$ cat src/gpio_pkg.sv
// Package with register map, field positions and pin carrier types for the port block
package gpio_pkg;
  localparam int NUM_PORTS = 7;
  localparam logic [2:0] PORT_A = 3'h0;
  localparam logic [2:0] PORT_B = 3'h1;
  localparam logic [2:0] PORT_C = 3'h2;
  localparam logic [2:0] PORT_E = 3'h3;
  localparam logic [2:0] PORT_F = 3'h4;
  localparam logic [2:0] PORT_G = 3'h5;
  localparam logic [2:0] PORT_L = 3'h6;
  localparam logic [7:0] PORT_F_MASK = 8'h0F;
  // Byte address = port*16 + register*4
  localparam logic [1:0] REG_CONFIG = 2'h0;
  localparam logic [1:0] REG_LATCH = 2'h1;
  localparam logic [1:0] REG_SENSE = 2'h2;
  localparam logic [1:0] REG_SPECIAL = 2'h3;
  localparam logic [7:0] ADDR_PORT_D = 8'h70;
  localparam logic [7:0] ADDR_STATUS = 8'h74;
  localparam logic [7:0] CONFIG_RESET = 8'h00;
  localparam logic [7:0] LATCH_RESET = 8'h00;
  localparam logic [7:0] PORT_D_RESET = 8'hFF;
  localparam int G_HALT_BIT = 7;
  localparam int G_IDLE_BIT = 6;
  localparam int G_DELAY_BIT = 7;
  localparam int G_ALT_SK_BIT = 6;
  localparam int G_WATCHDOG_BIT = 1;
  localparam int G_INPUT_ONLY_BIT = 6;
  localparam int G_CLKOUT_BIT = 7;
  localparam logic [31:0] UNMAPPED_DATA = 32'h0000_0000;

  typedef struct packed {
    logic [7:0] o;
    logic [7:0] oe;
    logic [7:0] pull;
  } pin_drive_t;

  typedef struct packed {
    logic halt_request;
    logic idle_request;
    logic alt_sk_phase;
    logic halt_restart_delay_enable;
  } special_ctrl_t;

  typedef struct packed {
    logic external_interrupt_pin;
    logic timer1_capture_pin;
    logic timer1_io_pin;
    logic serial_data_out;
    logic serial_shift_clock;
    logic serial_data_in;
  } port_g_alt_t;

  typedef struct packed {
    logic timer3_input_pin;
    logic timer3_io_pin;
    logic timer2_input_pin;
    logic timer2_io_pin;
    logic usart_receive_pin;
    logic usart_transmit_pin;
    logic usart_clock_pin;
    logic low_speed_osc_in;
  } port_l_alt_t;
endpackage

$ cat src/gpio_bit_cell.sv
// One port bit: mode decode from configuration and latch, plus input synchroniser
`timescale 1ns/100ps
module gpio_bit_cell (
  // Clock and reset
  input wire logic mclk,
  input wire logic rst,
  // Control
  input wire logic cfg,
  input wire logic dat,
  // Pin
  input wire logic pin_in,
  output logic pin_out,
  output logic pin_oe,
  output logic pin_pull,
  // Sampled level
  output logic sense
);
  logic meta_r;

  // Drive and pull decode per bit
  always_ff @(posedge mclk or posedge rst) begin
    if (rst) begin
      pin_oe <= 1'b0;
      pin_out <= 1'b0;
      pin_pull <= 1'b0;
    end else begin
      pin_oe <= cfg;
      pin_out <= cfg & dat;
      pin_pull <= ~cfg & dat;
    end
  end

  // Two-stage synchroniser, any mode
  always_ff @(posedge mclk or posedge rst) begin
    if (rst) begin
      meta_r <= 1'b0;
      sense <= 1'b0;
    end else begin
      meta_r <= pin_in;
      sense <= meta_r;
    end
  end
endmodule

$ cat src/gpio_ports.sv
// General purpose port block with special port G controls and output-only port D
`timescale 1ns/100ps
// Function
// - Config and latch bit per pin: 00 hi-Z, 01 pull-up, 10 drive 0, 11 drive 1.
// - Each bidirectional port has config, latch and read-only pin sense registers.
// - Six 8-bit ports plus 4-bit port F, every bit independent.
// - Port G latch bits 6 and 7 read back as zero.
// - Writing one to port G latch bit 7 requests halt.
// - Writing one to port G latch bit 6 requests idle.
// - Port G config bit 6 selects alternate serial shift clock phase.
// - Port G config bit 7 enables restart delay only with RC clock.
// - Port G pin 6 is always hi-Z input; pin 7 is oscillator clock output.
// - Watchdog option makes G1 the watchdog output with pull-up, ignoring bits.
// - Without watchdog option G1 is an ordinary configurable bit.
// - Port G alternates: interrupt, timer 1 capture and I/O, serial pins.
// - All port L pins feed the multi-input wake-up logic.
// - Port L alternates: timers 2 and 3, USART pins, low-speed oscillator.
// - Port D is output only and forced high during reset.
module gpio_ports (
  // Clock and reset
  input wire logic mclk,
  input wire logic rst,
  // Avalon-MM slave
  input wire logic [7:0] avs_address,
  input wire logic avs_read,
  input wire logic avs_write,
  input wire logic [31:0] avs_writedata,
  input wire logic [3:0] avs_byteenable,
  output logic [31:0] avs_readdata,
  output logic avs_waitrequest,
  // Bidirectional pins, ports A,B,C,E,F,G,L
  input wire logic [gpio_pkg::NUM_PORTS*8-1:0] pins_in,
  output logic [gpio_pkg::NUM_PORTS*8-1:0] pins_out,
  output logic [gpio_pkg::NUM_PORTS*8-1:0] pins_oe,
  output logic [gpio_pkg::NUM_PORTS*8-1:0] pins_pull,
  // Output-only port D
  output logic [7:0] port_d_out,
  // Option and clock sources
  input wire logic watchdog_option,
  input wire logic rc_clock_option,
  input wire logic watchdog_fault_output_src,
  input wire logic oscillator_clock_src,
  // Special controls
  output gpio_pkg::special_ctrl_t special_ctrl,
  output logic [7:0] wakeup_sense,
  output gpio_pkg::port_g_alt_t port_g_alt,
  output gpio_pkg::port_l_alt_t port_l_alt
);
  import gpio_pkg::*;

  logic [7:0] port_direction_config_r [NUM_PORTS];
  logic [7:0] port_output_latch_r [NUM_PORTS];
  logic [7:0] port_pin_sense [NUM_PORTS];
  logic [7:0] port_d_r;
  logic halt_req_r;
  logic idle_req_r;
  logic ack_r;
  logic [31:0] rdata_nxt;
  logic [NUM_PORTS*8-1:0] cell_out;
  logic [NUM_PORTS*8-1:0] cell_oe;
  logic [NUM_PORTS*8-1:0] cell_pull;
  logic [NUM_PORTS*8-1:0] cell_sense;
  logic [2:0] acc_port;
  logic [1:0] acc_reg;
  logic acc_bidir;
  logic wr_go;
  logic g_latch_wr;

  // Width mask per port
  function automatic logic [7:0] port_mask(input logic [2:0] p);
    port_mask = (p == PORT_F) ? PORT_F_MASK : 8'hFF;
  endfunction

  // Register select on a bidirectional port
  function automatic logic reg_hit(input logic [7:0] addr, input logic [2:0] p,
                                   input logic [1:0] r);
    reg_hit = !addr[7] && addr[6:4] == p && addr[3:2] == r;
  endfunction

  assign acc_port = avs_address[6:4];
  assign acc_reg = avs_address[3:2];
  assign acc_bidir = ~avs_address[7] && (acc_port < 3'(NUM_PORTS));
  assign wr_go = avs_write && ack_r;
  assign g_latch_wr = wr_go && avs_byteenable[0] && reg_hit(avs_address, PORT_G, REG_LATCH);

  // One wait state per access
  always_ff @(posedge mclk or posedge rst) begin
    if (rst) begin
      ack_r <= 1'b0;
    end else begin
      ack_r <= (avs_read || avs_write) && !ack_r;
    end
  end

  // Waitrequest from a flop, low for the cycle after a request is seen
  always_ff @(posedge mclk or posedge rst) begin
    if (rst) begin
      avs_waitrequest <= 1'b1;
    end else begin
      avs_waitrequest <= !((avs_read || avs_write) && !ack_r);
    end
  end

  // Config and latch registers
  generate
    for (genvar p = 0; p < NUM_PORTS; p++) begin : g_port
      always_ff @(posedge mclk or posedge rst) begin
        if (rst) begin
          port_direction_config_r[p] <= CONFIG_RESET;
        end else if (wr_go && avs_byteenable[0]
                     && reg_hit(avs_address, 3'(p), REG_CONFIG)) begin
          port_direction_config_r[p] <= avs_writedata[7:0] & port_mask(3'(p));
        end
      end
      always_ff @(posedge mclk or posedge rst) begin
        if (rst) begin
          port_output_latch_r[p] <= LATCH_RESET;
        end else if (wr_go && avs_byteenable[0]
                     && reg_hit(avs_address, 3'(p), REG_LATCH)) begin
          port_output_latch_r[p] <= avs_writedata[7:0] & port_mask(3'(p));
        end
      end
      for (genvar b = 0; b < 8; b++) begin : g_bit
        gpio_bit_cell u_cell (
          .mclk(mclk),
          .rst(rst),
          .cfg(port_direction_config_r[p][b]),
          .dat(port_output_latch_r[p][b]),
          .pin_in(pins_in[p*8+b]),
          .pin_out(cell_out[p*8+b]),
          .pin_oe(cell_oe[p*8+b]),
          .pin_pull(cell_pull[p*8+b]),
          .sense(cell_sense[p*8+b])
        );
      end
      assign port_pin_sense[p] = cell_sense[p*8 +: 8] & port_mask(3'(p));
    end
  endgenerate

  // Halt request follows port G latch bit 7, cleared on write of zero
  always_ff @(posedge mclk or posedge rst) begin
    if (rst) begin
      halt_req_r <= 1'b0;
    end else if (g_latch_wr) begin
      halt_req_r <= avs_writedata[G_HALT_BIT];
    end
  end

  // Idle request follows port G latch bit 6, cleared on write of zero
  always_ff @(posedge mclk or posedge rst) begin
    if (rst) begin
      idle_req_r <= 1'b0;
    end else if (g_latch_wr) begin
      idle_req_r <= avs_writedata[G_IDLE_BIT];
    end
  end

  // Port D register, preset high in reset
  always_ff @(posedge mclk or posedge rst) begin
    if (rst) begin
      port_d_r <= PORT_D_RESET;
    end else if (wr_go && avs_address == ADDR_PORT_D && avs_byteenable[0]) begin
      port_d_r <= avs_writedata[7:0];
    end
  end

  always_ff @(posedge mclk or posedge rst) begin
    if (rst) begin
      port_d_out <= PORT_D_RESET;
    end else begin
      port_d_out <= port_d_r;
    end
  end

  // Read mux
  always_comb begin
    rdata_nxt = UNMAPPED_DATA;
    if (acc_bidir) begin
      case (acc_reg)
        REG_CONFIG: rdata_nxt = {24'h000000, port_direction_config_r[acc_port]};
        REG_LATCH: begin
          rdata_nxt = {24'h000000, port_output_latch_r[acc_port]};
          if (acc_port == PORT_G) begin
            rdata_nxt[G_HALT_BIT] = 1'b0;
            rdata_nxt[G_IDLE_BIT] = 1'b0;
          end
        end
        REG_SENSE: rdata_nxt = {24'h000000, port_pin_sense[acc_port]};
        default: rdata_nxt = UNMAPPED_DATA;
      endcase
    end else if (avs_address == ADDR_PORT_D) begin
      rdata_nxt = {24'h000000, port_d_r};
    end else if (avs_address == ADDR_STATUS) begin
      rdata_nxt = {28'h0000000, special_ctrl};
    end
  end

  always_ff @(posedge mclk or posedge rst) begin
    if (rst) begin
      avs_readdata <= UNMAPPED_DATA;
    end else if (avs_read && !ack_r) begin
      avs_readdata <= rdata_nxt;
    end
  end

  // Pin drive values, G7 carries the oscillator clock
  always_ff @(posedge mclk or posedge rst) begin
    if (rst) begin
      pins_out <= '0;
    end else begin
      pins_out <= cell_out;
      pins_out[PORT_G*8+G_CLKOUT_BIT] <= oscillator_clock_src;
      if (watchdog_option) begin
        pins_out[PORT_G*8+G_WATCHDOG_BIT] <= 1'b0;
      end
    end
  end

  // Drive enables, G6 never driven, G7 driven whenever out of reset
  always_ff @(posedge mclk or posedge rst) begin
    if (rst) begin
      pins_oe <= '0;
    end else begin
      pins_oe <= cell_oe;
      pins_oe[PORT_G*8+G_INPUT_ONLY_BIT] <= 1'b0;
      pins_oe[PORT_G*8+G_CLKOUT_BIT] <= 1'b1;
      if (watchdog_option) begin
        // Open low drive, weak pull-up on whether driving or not; G1 config and latch ignored
        pins_oe[PORT_G*8+G_WATCHDOG_BIT] <= ~watchdog_fault_output_src;
      end
      // Otherwise G1 keeps the cell decode
    end
  end

  // Weak pull-ups, none on the dedicated G6 and G7 pins
  always_ff @(posedge mclk or posedge rst) begin
    if (rst) begin
      pins_pull <= '0;
    end else begin
      pins_pull <= cell_pull;
      pins_pull[PORT_G*8+G_INPUT_ONLY_BIT] <= 1'b0;
      pins_pull[PORT_G*8+G_CLKOUT_BIT] <= 1'b0;
      if (watchdog_option) begin
        pins_pull[PORT_G*8+G_WATCHDOG_BIT] <= 1'b1;
      end
    end
  end

  // Special control outputs
  always_ff @(posedge mclk or posedge rst) begin
    if (rst) begin
      special_ctrl <= '0;
    end else begin
      special_ctrl.halt_request <= halt_req_r;
      special_ctrl.idle_request <= idle_req_r;
      special_ctrl.alt_sk_phase <= port_direction_config_r[PORT_G][G_ALT_SK_BIT];
      special_ctrl.halt_restart_delay_enable <=
        port_direction_config_r[PORT_G][G_DELAY_BIT] & rc_clock_option;
    end
  end

  // Wake-up sources, all port L pins
  always_ff @(posedge mclk or posedge rst) begin
    if (rst) begin
      wakeup_sense <= '0;
    end else begin
      wakeup_sense <= port_pin_sense[PORT_L];
    end
  end

  // Port L alternate function taps
  always_ff @(posedge mclk or posedge rst) begin
    if (rst) begin
      port_l_alt <= '0;
    end else begin
      port_l_alt <= port_pin_sense[PORT_L];
    end
  end

  // Port G alternate function taps
  always_ff @(posedge mclk or posedge rst) begin
    if (rst) begin
      port_g_alt <= '0;
    end else begin
      port_g_alt.external_interrupt_pin <= port_pin_sense[PORT_G][0];
      port_g_alt.timer1_capture_pin <= port_pin_sense[PORT_G][2];
      port_g_alt.timer1_io_pin <= port_pin_sense[PORT_G][3];
      port_g_alt.serial_data_out <= port_pin_sense[PORT_G][4];
      port_g_alt.serial_shift_clock <= port_pin_sense[PORT_G][5];
      port_g_alt.serial_data_in <= port_pin_sense[PORT_G][6];
    end
  end
endmodule

$ cat config.mk
export PLATFORM = sky130hd
export DESIGN_NAME = gpio_ports
export DESIGN_NICKNAME = d
export VERILOG_FILES = /design/src/gpio_pkg.sv /design/src/gpio_bit_cell.sv /design/src/gpio_ports.sv
export SDC_FILE = /design/constraint.sdc
export NUM_CORES = 1
export LEC_CHECK = 0
export ABC_AREA = 1
export BUFFER_PORTS_ARGS = -buffer_cell sky130_fd_sc_hd__buf_4
export CORE_ASPECT_RATIO = 1.75
export CORE_MARGIN = 4
export CORE_UTILIZATION = 34
export DETAILED_ROUTE_END_ITERATION = 10
export GPL_TIMING_DRIVEN = 0
export PLACE_DENSITY_LB_ADDON = 0.12
export SYNTH_ARGS = -nofsm -noshare
export SYNTH_HDL_FRONTEND = slang
export SYNTH_HIERARCHICAL = 1
export SYNTH_SLANG_ARGS = --single-unit
$ cat constraint.sdc
create_clock -name mclk -period 23.2 [get_ports mclk]
set_input_delay 3.48 -clock mclk [delete_from_list [all_inputs] [get_ports mclk]]
set_output_delay 3.48 -clock mclk [all_outputs]
set_load 0.02 [all_outputs]
==> metrics.txt, run 1 <==
initial antenna violation count=3; CP delay by family, top=flip-flops; Initial Utilization=0.3433; drt initial violations=801; worst hold start=g_port[3].g_bit[4].u_cell/pin_out$_DFF_PP0_; Rows=115; Slew Viols, Final=0; clk sinks=580; Post-Synthesis Cells=1,654; CTS buffer count=52; fin crit period=4.774 ns; wl on met1=19.73 mm; most common cell after layout, fill and taps aside=dfrtp_1; post-route antenna net violation count=0; Final Power=2.096 mW; GRT Total Usage=0.1871; Pwr Density=86.54 nW/um^2; Avg Vias per Cell=4.446; layout cell share with drive strength beyond 1=0.2524; max_slew headroom=0.3785; worst path required time=19.72 ns; CP Class=reg -> out; Worst Hold End=pins_out[28]$_DFF_PP0_; met2 wire length=32.03 mm; critical-path cell list=buf_4 -> buf_4; clock buffer depth=3; DP Worst Slack=17.83 ns; crit path max fanout=2; Post-DP Area=22,500 um^2; clock latency on the worst-skew pair=0.59 ns; I/O Pins=343; Detailed Place HPWL=43.17 mm; CTS Hold Bufs=0; f_max=0.2095 GHz; Fill cells=5,417; routed len/inst=20.53 um; reg-to-reg startpoint=ack_r$_DFF_PP0_; Area growth syn-to-layout=25.75%; htree depth=2; Clock transition at path regs=0.07 ns; Finished Cell Area=24,220 um^2; Setup violations, final=0; setup bufs post-CTS=0; port bufs=283; WP data arrival=1.29 ns; first-pass GRT wire length=83.86 mm; Die X=187.9 um; GRT overflow=0; CP bufs+invs=2; final hold violation count=0; worst setup slack after layout=18.43 ns; CP Capture Type=primary output; Die Ht=322.9 um; Reg2Reg Setup Slack=21.09 ns; Hold Crit Depth=0; # nets final=2,147; vias in the first global route=12,980; run status=finished, final reports clean; P_leak=12.91 nW; largest net degree at the start of global routing=124; Routability Congestion=0.9019; Min-Delay Path Class=reg -> reg; Critical Path Source=wakeup_sense[4]$_DFF_PP0_; Worst-Margin Slew=0.9322 ns; drt pass-1 iters=5; Post-Route WL=57.16 mm; Residual DRC=0; setup tns final=0 ns; Final Non-Filler Cells=2,784; hold_ws=0.3418 ns; Util after Layout=0.4317; most frequent cells in the layout=dfrtp_1, nand2_1, buf_4, inv_1, nand3_1; Clock Skew=0.01312 ns; WL met3=3.149 mm; Reg2Reg Depth=6; via count of the routed design=12,380; core area=56,120 um^2; TritonCTS clock tree=yes; highest metal used=met5; cts repair resizes=0; most used cell, CP=buf_4; critical path depth=2; Crit path largest cell delay=0.41 ns; clk root buf=clkbuf_16; CP Launch Type=flop; RSZ-0062 raised after global routing=no; worst reg2reg endpoint=port_direction_config_r[15]$_DFFE_PP0P_; synthesized cell area=19,260 um^2; placed insts=2,687; maximum capacitance violations=0; Critical-path top delay cell=dfrtp_1; synthesized area per cell=11.65 um^2; Yosys warnings=6; Final period util=0.2058; die area=60,680 um^2; peak supply drop=54.35 uV
[final cells by class]
| cell class | count | area [um^2] | area share |
|---|---|---|---|
| flip-flops and latches | 580 | 14540 | 0.6000 |
| plain buffers | 87 | 505.5 | 0.02087 |
| clock buffers | 74 | 1505 | 0.06214 |
| clock inverters | 21 | 211.5 | 0.008729 |
| repair buffers | 285 | 2180 | 0.08997 |
| inverters | 216 | 818.3 | 0.03378 |
| diodes | 2 | 5.005 | 0.0002066 |
| multi-input cells | 817 | 3586 | 0.1480 |
| well taps | 702 | 878.3 | 0.03626 |
[worst reg2reg max path: stages (launching register included)]
cell and delay, ns:
dfrtp_1 0.36, nand3_1 0.26, nor2_2 0.45, nand2_1 0.36, clkbuf_1 0.37, nand2_1 0.12, o21ai_1 0.07
[power by group]
group          switching [mW]  internal [mW]
Clock                   0.378          0.487
Sequential             0.0305           1.05
Combinational          0.0982         0.0493
Total                   0.507           1.59
[state kept, by name, indices dropped and copies added, names as in the netlist, 4 cells and up]
signal and count:
pins_oe 55, port_d_out 8, port_d_r 8, g_port.g_bit.u_cell/pin_pull 54
g_port.g_bit.u_cell/meta_r 52, port_g_alt 6, port_direction_config_r 52, avs_readdata 8
pins_pull 54, port_output_latch_r 52, wakeup_sense 7, g_port.g_bit.u_cell/pin_oe 54
pins_out 56, g_port.g_bit.u_cell/pin_out 55, g_port.g_bit.u_cell/sense 52, special_ctrl 4
[per-layer routing]
metal / vias up / global-route usage
met4: 2 / 0.07199
li1: 5740 / -
met3: 107 / 0.03768
met5: - / 0
met1: 6128 / 0.1959
met2: 400 / 0.3648
[how the worst max path moves through the flow]
stage | to | slack, ns
2_1_floorplan | ack_r$_DFF_PP0_ | 11.09
3_3_place_gp | pins_out[44]$_DFF_PP0_ | 6.66
3_5_place_dp | port_direction_config_r[15]$_DFFE_PP0P_ | 17.83
4_1_cts | wakeup_sense[4] | 18.39
5_1_grt | wakeup_sense[4] | 18.38
6_report | wakeup_sense[4] | 18.43
Note: power is estimated with default switching activity, not from simulation.
==> run 2, diff against run 1 <==
==> constraint.sdc (replaced) <==
create_clock -name mclk -period 4.4 [get_ports mclk]
set_input_delay 0.66 -clock mclk [delete_from_list [all_inputs] [get_ports mclk]]
set_output_delay 0.66 -clock mclk [all_outputs]
set_load 0.02 [all_outputs]
==> metrics.txt, run 2 (synthesized netlist as in run 1, its figures left out) <==
run status=finished, final reports clean; CP Class=reg -> reg; Avg Vias per Cell=4.469; vias in the first global route=13,300; GRT overflow=0; Setup violations, final=0; Setup crit end=port_direction_config_r[15]$_DFFE_PP0P_; worst reg2reg endpoint=port_direction_config_r[15]$_DFFE_PP0P_; drt initial violations=778; Final period util=0.4840; RSZ-0062 raised after global routing=no; worst path required time=4.83 ns; CP Capture Type=flop; WL met3=2.974 mm; CTS buffer count=52; crit path max fanout=10; first-pass GRT wire length=85.02 mm; Biggest register=pins_out; Worst-Margin Slew=0.9368 ns; Reg power frac=0.519; Routability Congestion=0.8926; Final Power=11.01 mW; most common cell after layout, fill and taps aside=dfrtp_1; clock latency on the worst-skew pair=0.59 ns; I/O Pins=343; reg-to-reg startpoint=ack_r$_DFF_PP0_; clock buffer depth=3; htree depth=2; most used cell, CP=nand2_1; Clock transition at path regs=0.07 ns; clk sinks=580; Pint=8.363 mW; Rows=115; die area=60,680 um^2; routed len/inst=20.74 um; fin crit period=2.130 ns; layout cell share with drive strength beyond 1=0.2550; Clock Skew=0.02264 ns; Clock Power Share=0.409; core area=56,120 um^2; Gate power share=0.072; post-route antenna net violation count=0; most frequent cells in the layout=dfrtp_1, nand2_1, buf_4, inv_1, nand3_1; Min-Delay Path Class=in -> reg; Critical Path Source=ack_r$_DFF_PP0_; TritonCTS clock tree=yes; P_leak=12.96 nW; peak supply drop=314.7 uV; final hold violation count=0; Finished Cell Area=24,320 um^2; Crit path largest cell delay=0.44 ns; met2 wire length=32.87 mm; Reg2Reg Setup Slack=2.27 ns; CP delay by family, top=simple AND/OR/NAND/NOR gates; f_max=0.4696 GHz; Critical-path top delay cell=nor2_2; setup tns final=0 ns; Initial Utilization=0.3433; Die X=187.9 um; Pwr Density=452.7 nW/um^2; Psw=2.644 mW; # nets final=2,153; Die Ht=322.9 um; largest net degree at the start of global routing=58; initial antenna violation count=3; Post-Route WL=57.80 mm; via count of the routed design=12,450; GRT Total Usage=0.1896; CP Launch Type=flop; WP data arrival=2.56 ns; Detailed Place HPWL=44.16 mm; critical path depth=6; drt pass-1 iters=7; Reg2Reg Depth=6; CP bufs+invs=1; Slew Viols, Final=0; CTS Hold Bufs=0; maximum capacitance violations=0; Largest register FFs=56; Largest regs=pins_out: 56 flops, g_port.g_bit.u_cell/pin_out: 55 flops, pins_oe: 55 flops; clk root buf=clkbuf_16; Residual DRC=0; port bufs=283; Post-DP Area=22,610 um^2; Area growth syn-to-layout=26.22%; wl on met1=20.05 mm; sw frac=0.2402; Fill cells=5,374; highest metal used=met5; critical-path cell list=nand3_1 -> nor2_2 -> nand2_1 -> clkbuf_1 -> nand2_1 -> o21ai_1; setup bufs post-CTS=0; cts repair resizes=0; max_slew headroom=0.3755
run 2: worst min path at each step:
| stage | from | end | slack [ns] | cells past startpoint |
|---|---|---|---|---|
| 2_1_floorplan | g_port[0].g_bit[0].u_cell/meta_r$_DFF_PP0_ | g_port[0].g_bit[0].u_cell/sense$_DFF_PP0_ | 0.33 | 0 |
| 3_5_place_dp | g_port[1].g_bit[2].u_cell/meta_r$_DFF_PP0_ | g_port[1].g_bit[2].u_cell/sense$_DFF_PP0_ | 0.33 | 0 |
| 3_3_place_gp | g_port[0].g_bit[7].u_cell/meta_r$_DFF_PP0_ | g_port[0].g_bit[7].u_cell/sense$_DFF_PP0_ | 0.33 | 0 |
| 6_report | pins_in[15] | g_port[1].g_bit[7].u_cell/meta_r$_DFF_PP0_ | 0.18 | 1 |
| 5_1_grt | pins_in[8] | g_port[1].g_bit[0].u_cell/meta_r$_DFF_PP0_ | 0.14 | 1 |
| 4_1_cts | pins_in[15] | g_port[1].g_bit[7].u_cell/meta_r$_DFF_PP0_ | 0.14 | 1 |
run 2: cell type report:
cell class,instances,area [um^2],area share
Antenna cell,2,5.005,0.0002058
Sequential cell,580,14540,0.5978
Buffer,87,505.5,0.02079
Tap cell,702,878.3,0.03612
Clock inverter,22,222.7,0.009159
Timing Repair Buffer,291,2292,0.09427
Multi-Input combinational cell,817,3586,0.1475
Clock buffer,69,1476,0.06072
Inverter,216,814.5,0.03350
run 2: metal layers:
layer,vias up,track usage
met3,95,0.03757
met5,-,0
met2,384,0.3745
li1,5745,-
met4,2,0.06317
met1,6224,0.1992
run 2: stage by stage:
| step | hold WS (ns) | worst slack [ns] | cells | util |
|---|---|---|---|---|
| 2_1_floorplan | 0.3312 | -0.4150 | 1700 | - |
| 3_3_place_gp | 0.3325 | -3.074 | 2685 | 0.4000 |
| 3_5_place_dp | 0.3347 | 1.742 | 2693 | 0.4029 |
| 4_1_cts | 0.1437 | 2.219 | 2784 | 0.4332 |
| 5_1_grt | 0.1426 | 2.206 | 2784 | 0.4332 |
| 6_report | 0.1758 | 2.270 | 2786 | 0.4333 |
run 2: power by group through the flow:
stage / clock (mW) / combinational (mW) / sequential, mW
2_1_floorplan: 0 / 0.343 / 5.83
3_3_place_gp: 0 / 0.777 / 5.82
3_5_place_dp: 0 / 0.806 / 5.82
4_1_cts: 4.65 / 0.807 / 5.72
5_1_grt: 4.85 / 0.873 / 5.73
6_report: 4.50 / 0.793 / 5.71
